### config.mk
export PLATFORM = sky130hd
export DESIGN_NAME = pwmt_event_fault
export DESIGN_NICKNAME = d
export VERILOG_FILES = /design/src/pwmt_unused_marker.sv /design/src/pwmt_pkg.sv /design/src/pwmt_event_fault.sv
export SDC_FILE = /design/constraint.sdc
export NUM_CORES = 1
export LEC_CHECK = 0
export ABC_AREA = 1
export BUFFER_PORTS_ARGS = -buffer_cell sky130_fd_sc_hd__buf_4
export CAP_MARGIN = 5
export CORE_ASPECT_RATIO = 0.5
export CORE_MARGIN = 4
export CORE_UTILIZATION = 30
export CTS_CLUSTER_DIAMETER = 50
export DETAILED_ROUTE_END_ITERATION = 12
export HOLD_SLACK_MARGIN = 0.12
export PLACE_DENSITY = 0.45
export SYNTH_ARGS = -nofsm -noshare
export SYNTH_HDL_FRONTEND = slang
export SYNTH_SLANG_ARGS = --single-unit
### constraint.sdc
create_clock -name core_clk -period 2.1 [get_ports core_clk]
set_input_delay 0.21 -clock core_clk [delete_from_list [all_inputs] [get_ports core_clk]]
set_output_delay 0.21 -clock core_clk [all_outputs]
set_load 0.1 [all_outputs]
### src/pwmt_unused_marker.sv
`timescale 1ns/10ps
`default_nettype none
`default_nettype wire
### src/pwmt_pkg.sv
`default_nettype none
package pwmt_pkg;
    // register indices; byte address is four times the index
    localparam logic [5:0] IDX_CONTROL_A = 6'h00;
    localparam logic [5:0] IDX_CONTROL_C = 6'h02;
    localparam logic [5:0] IDX_COMMAND   = 6'h04;
    localparam logic [5:0] IDX_EVENT_A   = 6'h08;
    localparam logic [5:0] IDX_EVENT_B   = 6'h09;
    localparam logic [5:0] IDX_INT_EN    = 6'h0C;
    localparam logic [5:0] IDX_INT_FLAGS = 6'h0D;
    localparam logic [5:0] IDX_STATUS    = 6'h0E;
    localparam logic [5:0] IDX_INPUT_A   = 6'h10;
    localparam logic [5:0] IDX_INPUT_B   = 6'h11;
    localparam logic [5:0] IDX_FAULT     = 6'h12;
    localparam logic [5:0] IDX_DEBUG     = 6'h1E;
    localparam logic [5:0] IDX_CMPB_CLRH = 6'h2F;

    localparam logic [7:0] REG_RESET = 8'h00;
    localparam logic [7:0] EV_MASK    = 8'hD5;
    localparam logic [7:0] INT_MASK   = 8'h0D;
    localparam logic [7:0] MODE_MASK  = 8'h0F;
    localparam logic [7:0] FAULT_MASK = 8'h33;

    localparam int CONTROL_A_ENABLE  = 0;
    localparam int CTRLC_AUTOUPD = 1;
    localparam int CMD_SYNC_EOC  = 0;
    localparam int CMD_SYNC      = 1;
    localparam int CMD_RESTART   = 2;
    localparam int CMD_CAPT_A    = 3;
    localparam int CMD_CAPT_B    = 4;
    localparam int CMD_DIS_EOC   = 7;
    localparam int EV_TRIG       = 0;
    localparam int EV_ACTION     = 2;
    localparam int EV_EDGE       = 4;
    localparam int EV_CFG_LSB    = 6;
    localparam int IRQ_CYCLE_END = 0;
    localparam int IRQ_TRIG_A    = 2;
    localparam int IRQ_TRIG_B    = 3;
    localparam int ST_EN_READY   = 0;
    localparam int ST_CMD_READY  = 1;
    localparam int ST_ACT_A      = 6;
    localparam int ST_ACT_B      = 7;
    localparam int FC_VAL_A      = 0;
    localparam int FC_VAL_B      = 1;
    localparam int FC_EN_A       = 4;
    localparam int FC_EN_B       = 5;
    localparam int DEBUG_RUN     = 0;

    localparam logic [1:0] CFG_NEITHER = 2'h0;
    localparam logic [1:0] CFG_FILTER  = 2'h1;
    localparam logic [1:0] CFG_ASYNC   = 2'h2;

    localparam logic [3:0] MODE_NONE            = 4'h0;
    localparam logic [3:0] MODE_JUMP_OPP_WAIT   = 4'h1;
    localparam logic [3:0] MODE_EXEC_OPP_WAIT   = 4'h2;
    localparam logic [3:0] MODE_EXEC_OPP_FAULT  = 4'h3;
    localparam logic [3:0] MODE_ALL_KEEP_PERIOD = 4'h4;
    localparam logic [3:0] MODE_DEAD_TIME_FAULT = 4'h5;
    localparam logic [3:0] MODE_ALL_NEXT_WAIT   = 4'h6;
    localparam logic [3:0] MODE_ALL_WAIT_SW     = 4'h7;
    localparam logic [3:0] MODE_EDGE_NEXT       = 4'h8;
    localparam logic [3:0] MODE_EDGE_KEEP       = 4'h9;
    localparam logic [3:0] MODE_LEVEL_KEEP      = 4'hA;

    localparam int FILTER_SAMPLES = 4;
    localparam int SYNC_STAGES    = 2;
endpackage
`default_nettype wire

### src/pwmt_event_fault.sv
// What this block does
// - event action 0 gives fault only, 1 gives fault plus capture.
// - trigger enable in event control A routes the event to input A.
// - trigger enable in event control B routes the event to input B.
// - filter mode needs four equal samples before the level changes.
// - code 2 acts directly, code 0 plain sampling, code 3 reserved.
// - edge bit 0 selects falling/low, 1 selects rising/high.
// - interrupt enable bits 3 and 2 request on trigger B and A.
// - interrupt enable bit 0 requests on restart or overflow.
// - flag bit 3 sets on trigger B or capture B.
// - flag bit 2 sets on trigger A or capture A.
// - flag bit 0 sets at the end of every timer cycle.
// - flags clear only by writing one; zero leaves them.
// - status bits 7 and 6 set on any change of output B and A.
// - activity bits stay set until software writes one.
// - command ready drops on command strobes or auto-update write.
// - enable ready drops on enable write or disable-at-end strobe.
// - enable ready also drops in debug break without debug run.
// - input A modes 1 to 3 act on its own output; mode 0 does nothing.
// - modes 4 to 7 stop all outputs, each with its release.
// - modes 8 to A stop the own output by edge or level.
// - strobes written while a command is in flight are ignored.
// - input B has its own mode field with the same coding.
// - a stopped output with fault enable shows its fault value.
//
// Implementation choice: the Wishbone interface to the registers.
`timescale 1ns/10ps
`default_nettype none
module pwmt_event_fault
    import pwmt_pkg::*;
#(
    parameter logic [15:0] PERIOD = 16'h0100
)(
    input  wire logic        core_clk,
    input  wire logic        reset,
    input  wire logic        wb_cyc_i,
    input  wire logic        wb_stb_i,
    input  wire logic        wb_we_i,
    input  wire logic [7:0]  wb_adr_i,
    input  wire logic [3:0]  wb_sel_i,
    input  wire logic [31:0] wb_dat_i,
    output logic      [31:0] wb_dat_o,
    output logic             wb_ack_o,
    input  wire logic        event_a_in,
    input  wire logic        event_b_in,
    input  wire logic        debug_break,
    output logic             wave_out_a,
    output logic             wave_out_b,
    output logic             irq_out,
    output logic      [15:0] capture_a,
    output logic      [15:0] capture_b
);
    localparam logic [15:0] HALF = PERIOD >> 1;

    function automatic logic wr_at(input logic wr, input logic [5:0] idx, input logic [5:0] k);
        wr_at = wr && (idx == k);
    endfunction

    logic              ack_q;
    logic        [7:0] ev_a_q, ev_b_q, int_en_q, flags_q, mode_a_q, mode_b_q, fault_q;
    logic              ctrl_en_q, auto_upd_q, debug_run_q;
    logic        [1:0] act_q;
    logic              cmd_ready_q, en_ready_q, eoc_wait_q, dis_wait_q;
    logic        [4:0] cmd_bits_q;
    logic              en_val_q, en_dis_q, timer_en_q, brk_q;
    logic [SYNC_STAGES-1:0] cmd_pipe_q, en_pipe_q;
    logic       [15:0] cnt_q;

    // bus decode; writes land at the edge where ack is seen high
    wire       req      = wb_cyc_i & wb_stb_i;
    wire       wr       = req & wb_we_i & ack_q & wb_sel_i[0];
    wire [5:0] idx      = wb_adr_i[7:2];
    wire [7:0] wd       = wb_dat_i[7:0];
    wire       wr_cmd   = wr_at(wr, idx, IDX_COMMAND);
    wire       wr_control_a = wr_at(wr, idx, IDX_CONTROL_A);
    wire       wr_clrh  = wr_at(wr, idx, IDX_CMPB_CLRH);

    // command handshake
    wire cmd_req   = (wr_cmd & (|wd[4:0])) | (wr_clrh & auto_upd_q);
    wire cmd_start = cmd_req & cmd_ready_q;
    wire cmd_land  = cmd_pipe_q[SYNC_STAGES-1];
    wire restart   = cmd_land & cmd_bits_q[CMD_RESTART];
    wire soft_a    = cmd_land & cmd_bits_q[CMD_CAPT_A];
    wire soft_b    = cmd_land & cmd_bits_q[CMD_CAPT_B];
    wire brk       = debug_break & ~debug_run_q;
    wire en_req    = wr_control_a | (wr_cmd & wd[CMD_DIS_EOC]);
    wire en_start  = en_req & en_ready_q & ~brk;
    wire en_land   = en_pipe_q[SYNC_STAGES-1];

    // timer base
    wire run       = timer_en_q & ~brk;
    wire cycle_end = run & (cnt_q == PERIOD - 16'h0001);
    wire base_a    = run & (cnt_q < HALF);
    wire base_b    = run & ~(cnt_q < HALF);

    // per-input qualification and fault hold
    logic [1:0]      ev_in, hit, own_stop, all_stop, jump, trig_set;
    logic [1:0][7:0] evc, mode;
    assign ev_in    = {event_b_in, event_a_in};
    assign evc      = {ev_b_q, ev_a_q};
    assign mode     = {mode_b_q, mode_a_q};
    assign trig_set = hit | {soft_b, soft_a};

    genvar i;
    generate
        for (i = 0; i < 2; i++)
        begin : g_in
            logic [FILTER_SAMPLES-2:0] samp_q;
            logic                      filt_q, prev_q, hold_q;
            logic               [15:0] capt_q;
            wire [1:0] cfg = evc[i][EV_CFG_LSB +: 2];
            wire [3:0] m   = mode[i][3:0];
            // filter sees the live input plus three stored samples
            wire all1 = ev_in[i] & (&samp_q);
            wire all0 = ~ev_in[i] & ~(|samp_q);
            wire lvl  = (cfg == CFG_FILTER) ? filt_q :
                        (cfg == CFG_ASYNC)  ? ev_in[i] : samp_q[0];
            wire cfg_ok  = (cfg == CFG_NEITHER) | (cfg == CFG_FILTER) | (cfg == CFG_ASYNC);
            wire act_lvl = evc[i][EV_TRIG] & cfg_ok
                         & (evc[i][EV_EDGE] ? lvl : ~lvl);
            wire edge_hit = act_lvl & ~prev_q;
            wire set_hold = (m == MODE_LEVEL_KEEP) ? act_lvl :
                            (edge_hit & (m != MODE_NONE) & (m <= MODE_LEVEL_KEEP));
            logic rel;
            always_comb
            begin
                case (m)
                    MODE_EXEC_OPP_FAULT, MODE_ALL_KEEP_PERIOD,
                    MODE_DEAD_TIME_FAULT, MODE_LEVEL_KEEP:
                        rel = ~act_lvl;
                    MODE_JUMP_OPP_WAIT, MODE_EXEC_OPP_WAIT, MODE_ALL_NEXT_WAIT:
                        rel = cycle_end & ~act_lvl;
                    MODE_EDGE_NEXT, MODE_EDGE_KEEP:
                        rel = cycle_end;
                    MODE_ALL_WAIT_SW:
                        rel = restart;
                    default:
                        rel = 1'b1;
                endcase
            end
            assign hit[i]      = edge_hit;
            assign own_stop[i] = hold_q & ((m < MODE_ALL_KEEP_PERIOD) | (m > MODE_ALL_WAIT_SW));
            assign all_stop[i] = hold_q & ~own_stop[i];
            assign jump[i]     = edge_hit & ((m == MODE_JUMP_OPP_WAIT) |
                                 (m == MODE_ALL_NEXT_WAIT) | (m == MODE_EDGE_NEXT));
            always_ff @(posedge core_clk)
            begin
                if (reset)
                begin
                    samp_q <= '0;
                    filt_q <= 1'b0;
                    prev_q <= 1'b0;
                    hold_q <= 1'b0;
                    capt_q <= 16'h0000;
                end
                else
                begin
                    samp_q <= {samp_q[FILTER_SAMPLES-3:0], ev_in[i]};
                    if (all1)
                        filt_q <= 1'b1;
                    else if (all0)
                        filt_q <= 1'b0;
                    prev_q <= act_lvl;
                    hold_q <= set_hold | (hold_q & ~rel);
                    if ((edge_hit & evc[i][EV_ACTION]) | trig_set[i] & ~edge_hit)
                        capt_q <= cnt_q;
                end
            end
        end
    endgenerate
    assign capture_a = g_in[0].capt_q;
    assign capture_b = g_in[1].capt_q;

    // outputs and sticky status
    wire stop_a = own_stop[0] | (|all_stop);
    wire stop_b = own_stop[1] | (|all_stop);
    wire wave_a_d = stop_a ? (fault_q[FC_EN_A] & fault_q[FC_VAL_A]) : base_a;
    wire wave_b_d = stop_b ? (fault_q[FC_EN_B] & fault_q[FC_VAL_B]) : base_b;
    wire [1:0] act_set = {wave_b_d ^ wave_out_b, wave_a_d ^ wave_out_a};
    wire [1:0] act_clr = wr_at(wr, idx, IDX_STATUS) ? {wd[ST_ACT_B], wd[ST_ACT_A]} : 2'b00;

    logic [7:0] flag_set, flag_clr, flags_d;
    always_comb
    begin
        flag_set = 8'h00;
        flag_set[IRQ_CYCLE_END] = cycle_end | restart;
        flag_set[IRQ_TRIG_A]    = trig_set[0];
        flag_set[IRQ_TRIG_B]    = trig_set[1];
        flag_clr = wr_at(wr, idx, IDX_INT_FLAGS) ? wd : 8'h00;
        // a set in the clearing cycle survives
        flags_d  = ((flags_q & ~flag_clr) | flag_set) & INT_MASK;
    end

    logic [7:0] rd;
    always_comb
    begin
        case (idx)
            IDX_CONTROL_A: rd = {7'h00, ctrl_en_q};
            IDX_CONTROL_C: rd = {6'h00, auto_upd_q, 1'b0};
            IDX_EVENT_A:   rd = ev_a_q;
            IDX_EVENT_B:   rd = ev_b_q;
            IDX_INT_EN:    rd = int_en_q;
            IDX_INT_FLAGS: rd = flags_q;
            IDX_STATUS:    rd = {act_q, 4'h0, cmd_ready_q, en_ready_q};
            IDX_INPUT_A:   rd = mode_a_q;
            IDX_INPUT_B:   rd = mode_b_q;
            IDX_FAULT:     rd = fault_q;
            IDX_DEBUG:     rd = {7'h00, debug_run_q};
            default:       rd = 8'h00;
        endcase
    end

    always_ff @(posedge core_clk)
    begin
        if (reset)
        begin
            ack_q    <= 1'b0;
            wb_dat_o <= 32'h0000_0000;
        end
        else
        begin
            ack_q    <= req & ~ack_q;
            wb_dat_o <= {24'h00_0000, rd};
        end
    end
    assign wb_ack_o = ack_q;

    // software registers
    always_ff @(posedge core_clk)
    begin
        if (reset)
        begin
            ev_a_q      <= REG_RESET;
            ev_b_q      <= REG_RESET;
            int_en_q    <= REG_RESET;
            mode_a_q    <= REG_RESET;
            mode_b_q    <= REG_RESET;
            fault_q     <= REG_RESET;
            auto_upd_q  <= 1'b0;
            debug_run_q <= 1'b0;
        end
        else
        begin
            if (wr_at(wr, idx, IDX_EVENT_A))   ev_a_q   <= wd & EV_MASK;
            if (wr_at(wr, idx, IDX_EVENT_B))   ev_b_q   <= wd & EV_MASK;
            if (wr_at(wr, idx, IDX_INT_EN))    int_en_q <= wd & INT_MASK;
            if (wr_at(wr, idx, IDX_INPUT_A))   mode_a_q <= wd & MODE_MASK;
            if (wr_at(wr, idx, IDX_INPUT_B))   mode_b_q <= wd & MODE_MASK;
            if (wr_at(wr, idx, IDX_FAULT))     fault_q  <= wd & FAULT_MASK;
            if (wr_at(wr, idx, IDX_CONTROL_C)) auto_upd_q  <= wd[CTRLC_AUTOUPD];
            if (wr_at(wr, idx, IDX_DEBUG))     debug_run_q <= wd[DEBUG_RUN];
        end
    end

    // command path; pipeline starts with one token in its first stage so ready rises shortly after reset
    always_ff @(posedge core_clk)
    begin
        if (reset)
        begin
            cmd_pipe_q  <= {{(SYNC_STAGES-1){1'b0}}, 1'b1};
            cmd_bits_q  <= 5'h00;
            cmd_ready_q <= 1'b0;
            eoc_wait_q  <= 1'b0;
        end
        else
        begin
            cmd_pipe_q <= {cmd_pipe_q[SYNC_STAGES-2:0], cmd_start};
            if (cmd_start)
            begin
                cmd_ready_q <= 1'b0;
                cmd_bits_q  <= wr_cmd ? wd[4:0] : 5'h01;
            end
            else if (cmd_land & cmd_bits_q[CMD_SYNC_EOC])
                eoc_wait_q  <= 1'b1;
            else if (cmd_land)
                cmd_ready_q <= 1'b1;
            else if (eoc_wait_q & (cycle_end | ~run))
            begin
                eoc_wait_q  <= 1'b0;
                cmd_ready_q <= 1'b1;
            end
        end
    end

    // enable path; a write during sync or break is dropped
    always_ff @(posedge core_clk)
    begin
        if (reset)
        begin
            en_pipe_q  <= {{(SYNC_STAGES-1){1'b0}}, 1'b1};
            ctrl_en_q  <= 1'b0;
            en_val_q   <= 1'b0;
            en_dis_q   <= 1'b0;
            en_ready_q <= 1'b0;
            dis_wait_q <= 1'b0;
            timer_en_q <= 1'b0;
            brk_q      <= 1'b0;
        end
        else
        begin
            brk_q     <= brk;
            en_pipe_q <= {en_pipe_q[SYNC_STAGES-2:0], en_start | (brk_q & ~brk)};
            if (en_start)
            begin
                en_dis_q <= ~wr_control_a;
                if (wr_control_a)
                begin
                    ctrl_en_q <= wd[CONTROL_A_ENABLE];
                    en_val_q  <= wd[CONTROL_A_ENABLE];
                end
            end
            if (brk)
                en_ready_q <= 1'b0;
            else if (en_start)
                en_ready_q <= 1'b0;
            else if (en_land & en_dis_q)
                dis_wait_q <= 1'b1;
            else if (en_land)
            begin
                timer_en_q <= en_val_q;
                en_ready_q <= 1'b1;
            end
            else if (dis_wait_q & (cycle_end | ~run))
            begin
                dis_wait_q <= 1'b0;
                timer_en_q <= 1'b0;
                ctrl_en_q  <= 1'b0;
                // stale disable flag would switch the timer off on a later break resync
                en_dis_q   <= 1'b0;
                en_val_q   <= 1'b0;
                en_ready_q <= 1'b1;
            end
        end
    end

    // counter, waveforms, status and interrupt request
    always_ff @(posedge core_clk)
    begin
        if (reset)
        begin
            cnt_q      <= 16'h0000;
            wave_out_a <= 1'b0;
            wave_out_b <= 1'b0;
            act_q      <= 2'b00;
            flags_q    <= REG_RESET;
            irq_out    <= 1'b0;
        end
        else
        begin
            if (restart | (|jump) | cycle_end)
                cnt_q <= 16'h0000;
            else if (run)
                cnt_q <= cnt_q + 16'h0001;
            wave_out_a <= wave_a_d;
            wave_out_b <= wave_b_d;
            act_q      <= (act_q & ~act_clr) | act_set;
            flags_q    <= flags_d;
            irq_out    <= |(flags_d & int_en_q);
        end
    end
endmodule
`default_nettype wire

==> qor.yml <==
critPathKind: "in -> reg"
grt_max_degree: 60
cp.arrival_ns: 2.23
yosysSeqAreaShare_pct: 42.26
placed_cell_area_sq_mm: 0.006431
fin_crit_sh_pct: 89.41
required_ns: 2.45
syn_area_per_cell_sq_um: 7.129
vias_per_cell: 4.591
overflow: 0
fin_cells: 1160
cts_root_buffer: "clkbuf_16"
antenna_found_initial: 1
synth_top_family_by_area: "simple AND/OR/NAND/NOR gates"
final_common_cell: "nor2_1"
slew_violations: 0
start_util_pct: 30.87
setup_slack_ns: 0.2223
utilization_pct: 38.48
area_growth_pct: 24.67
design_area_sq_mm: 0.007146
drc_errors: 0
die_w_um: 203.5
dpl.hpwl_um: 12260
cts_buffers: 17
avgRoutedWirePerCell_um: 14.09
finalNetCount: 943
synthSimpleGateAreaFrac_pct: 30.71
port_buffers: 66
crit_fanout: 16
die_height_um: 105.7
worst_ir_drop_vdd_mv: 0.4446
syn_area_sq_mm: 0.005732
fin_hold_ws_ns: 0.1436
final_cell_mix: "nor2_1 (145), nand2_1 (124), dfxtp_1 (120), inv_1 (99), nand3_1 (79)"
fmax_ghz: 0.5326
synth_fa_ha_area_share_pct: 0.2183
grt_usage_pct: 15.39
yosys_warnings: 0
synth_seq_cells: 121
p_leak_nw: 3.030
report.final.setup_viol: 0
synth_cell_types: 50
vias: 5326
cts.path.max_buffers: 2
synthXorXnorAreaFrac_pct: 2.598
fp-row-count: 35
ctsHtreeMaxLevel: 4
clock_latency_ns: 0.42
synth_edf_count: 0
path_clk_slew_ns: 0.05
crit_path_end_kind: "flop"
grt_pass1_wl_um: 26120
worst_pin_slew_ns: 0.5772
skew_ns: 0.007850
gp_congestion: 0.8045
core_area_sq_mm: 0.01857
cts_tree: "built"
grt_pass1_vias: 4944
power-per-cell-area_mw_per_mm2: 814.7
cts_sinks: 121
drive_gt1_share_pct: 15.43
ant_nets: 0
status: "finished clean"
dp_cells: 1120
synth_mux_area_share_pct: 0
syn-instance-count: 804
start_kind: "input port"
tns_ns: 0
synth-main-ff-cell: "dfxtp_1"
max-slew-margin-rel_pct: 61.03
io_pins: 120
drv_cap: 0
rsz0062_at_grt: "false"
drt_wl_total_um: 16340
synth_compound_area_share_pct: 11.92
pre_cts_ws_ns: 0.2115
p_total_mw: 5.822
die_area_sq_mm: 0.02152
min_period_ns: 1.878
hp-class: "in -> reg"
finalHoldViolCount: 0
first_iter_violations: 291
async_flop_share_pct: 0
diodes: 0
firstDrtPassIters: 5
[repair_timing]
action / 4_1_cts / 5_1_grt
gates resized for setup: 0 / 2
endpoints found under the hold margin: 15 / 0
endpoints found under the setup margin: 0 / 4
hold buffers: 10 / 0
buffers inserted: 0 / 0
[cell type report]
class | count | area (sq um)
Clock buffer | 22 | 464.2
Clock inverter | 8 | 145.1
Fill cell | 1971 | 11420
Inverter | 106 | 397.9
Multi-Input combinational cell | 557 | 2700
Sequential cell | 121 | 2424
Tap cell | 259 | 324.1
Timing Repair Buffer | 87 | 690.7
[power by group]
group / total (mW) / switching, mW / leakage (nW) / internal, mW
Combinational: 0.406 / 0.327 / 1.76 / 0.0793
Clock: 3.09 / 1.06 / 0.292 / 2.03
Sequential: 2.33 / 0.0120 / 0.978 / 2.31
Total: 5.82 / 1.40 / 3.03 / 4.42
[final timing paths]
check / start / to / slack [ns] / cells after the start
setup / recovery: event_b_in / capture_b[7] / 0.22 / 13
hold / removal: debug_break / brk_q / 0.14 / 3
setup reg to reg: cnt_q[0] / en_val_q / 0.29 / 10
hold reg to reg: en_pipe_q[0] / en_pipe_q[1] / 0.40 / 2
[state kept, by name, summed over array words and instances (netlist names), 3 cells and up]
name,count
capture_a,16
capture_b,16
cnt_q,16
wb_dat_o,8
g_in.samp_q,6
ev_a_q,5
ev_b_q,5
cmd_bits_q,4
fault_q,4
mode_a_q,4
mode_b_q,4
flags_q,3
int_en_q,3
[kinds of logic (layout without fill, tap and decap cells)]
kind of cell | count (synthesis) | count (layout)
adder cells (fa/ha/maj) | 1 | 1
flip-flops | 121 | 121
XOR/XNOR | 17 | 17
AO/OA/AOI/OAI | 117 | 117
other | 1 | 24
AND/OR/NAND/NOR | 398 | 398
buffers and inverters | 149 | 223
[layer usage]
layer	GRT usage, %	vias up	part of all wire (%)
met5	0	-	0
li1	-	2719	-
met2	22.36	132	43
met1	22.02	2455	51
met4	5.387	0	1.7
met3	3.873	20	4.8
[cells in the mapped netlist (3+ instances only)]
| library cell | n | area (sq um) |
|---|---|---|
| nand2_2 | 4 | 25.02 |
| o22ai_1 | 8 | 50.05 |
| a31oi_1 | 3 | 18.77 |
| o21ai_0 | 44 | 220.2 |
| nor2_1 | 145 | 544.3 |
| buf_4 | 25 | 187.7 |
| inv_2 | 5 | 18.77 |
| buf_6 | 4 | 45.04 |
| nand2_4 | 4 | 45.04 |
| nor2_2 | 6 | 37.54 |
| a21oi_1 | 41 | 205.2 |
| dfxtp_1 | 121 | 2422 |
| nor4_1 | 3 | 18.77 |
| clkbuf_1 | 7 | 26.28 |
| buf_2 | 3 | 15.01 |
| nor3_1 | 18 | 90.09 |
| nand2_1 | 124 | 465.5 |
| nand4_1 | 8 | 50.05 |
| nand3_1 | 79 | 395.4 |
| inv_1 | 100 | 375.4 |
| xor2_1 | 17 | 148.9 |
[critical path, stage by stage]
cell and delay, ns:
dlygate4sd3_1 0.53, buf_4 0.14, inv_1 0.08, nand3_1 0.08
nand2_1 0.09, clkinv_1 0.08, nand3_1 0.10, nand4_2 0.21
inv_1 0.17, nand2_2 0.22, nand3_1 0.14, nand2_1 0.08
nor2_1 0.10
Power figures use the tool's default switching activity.
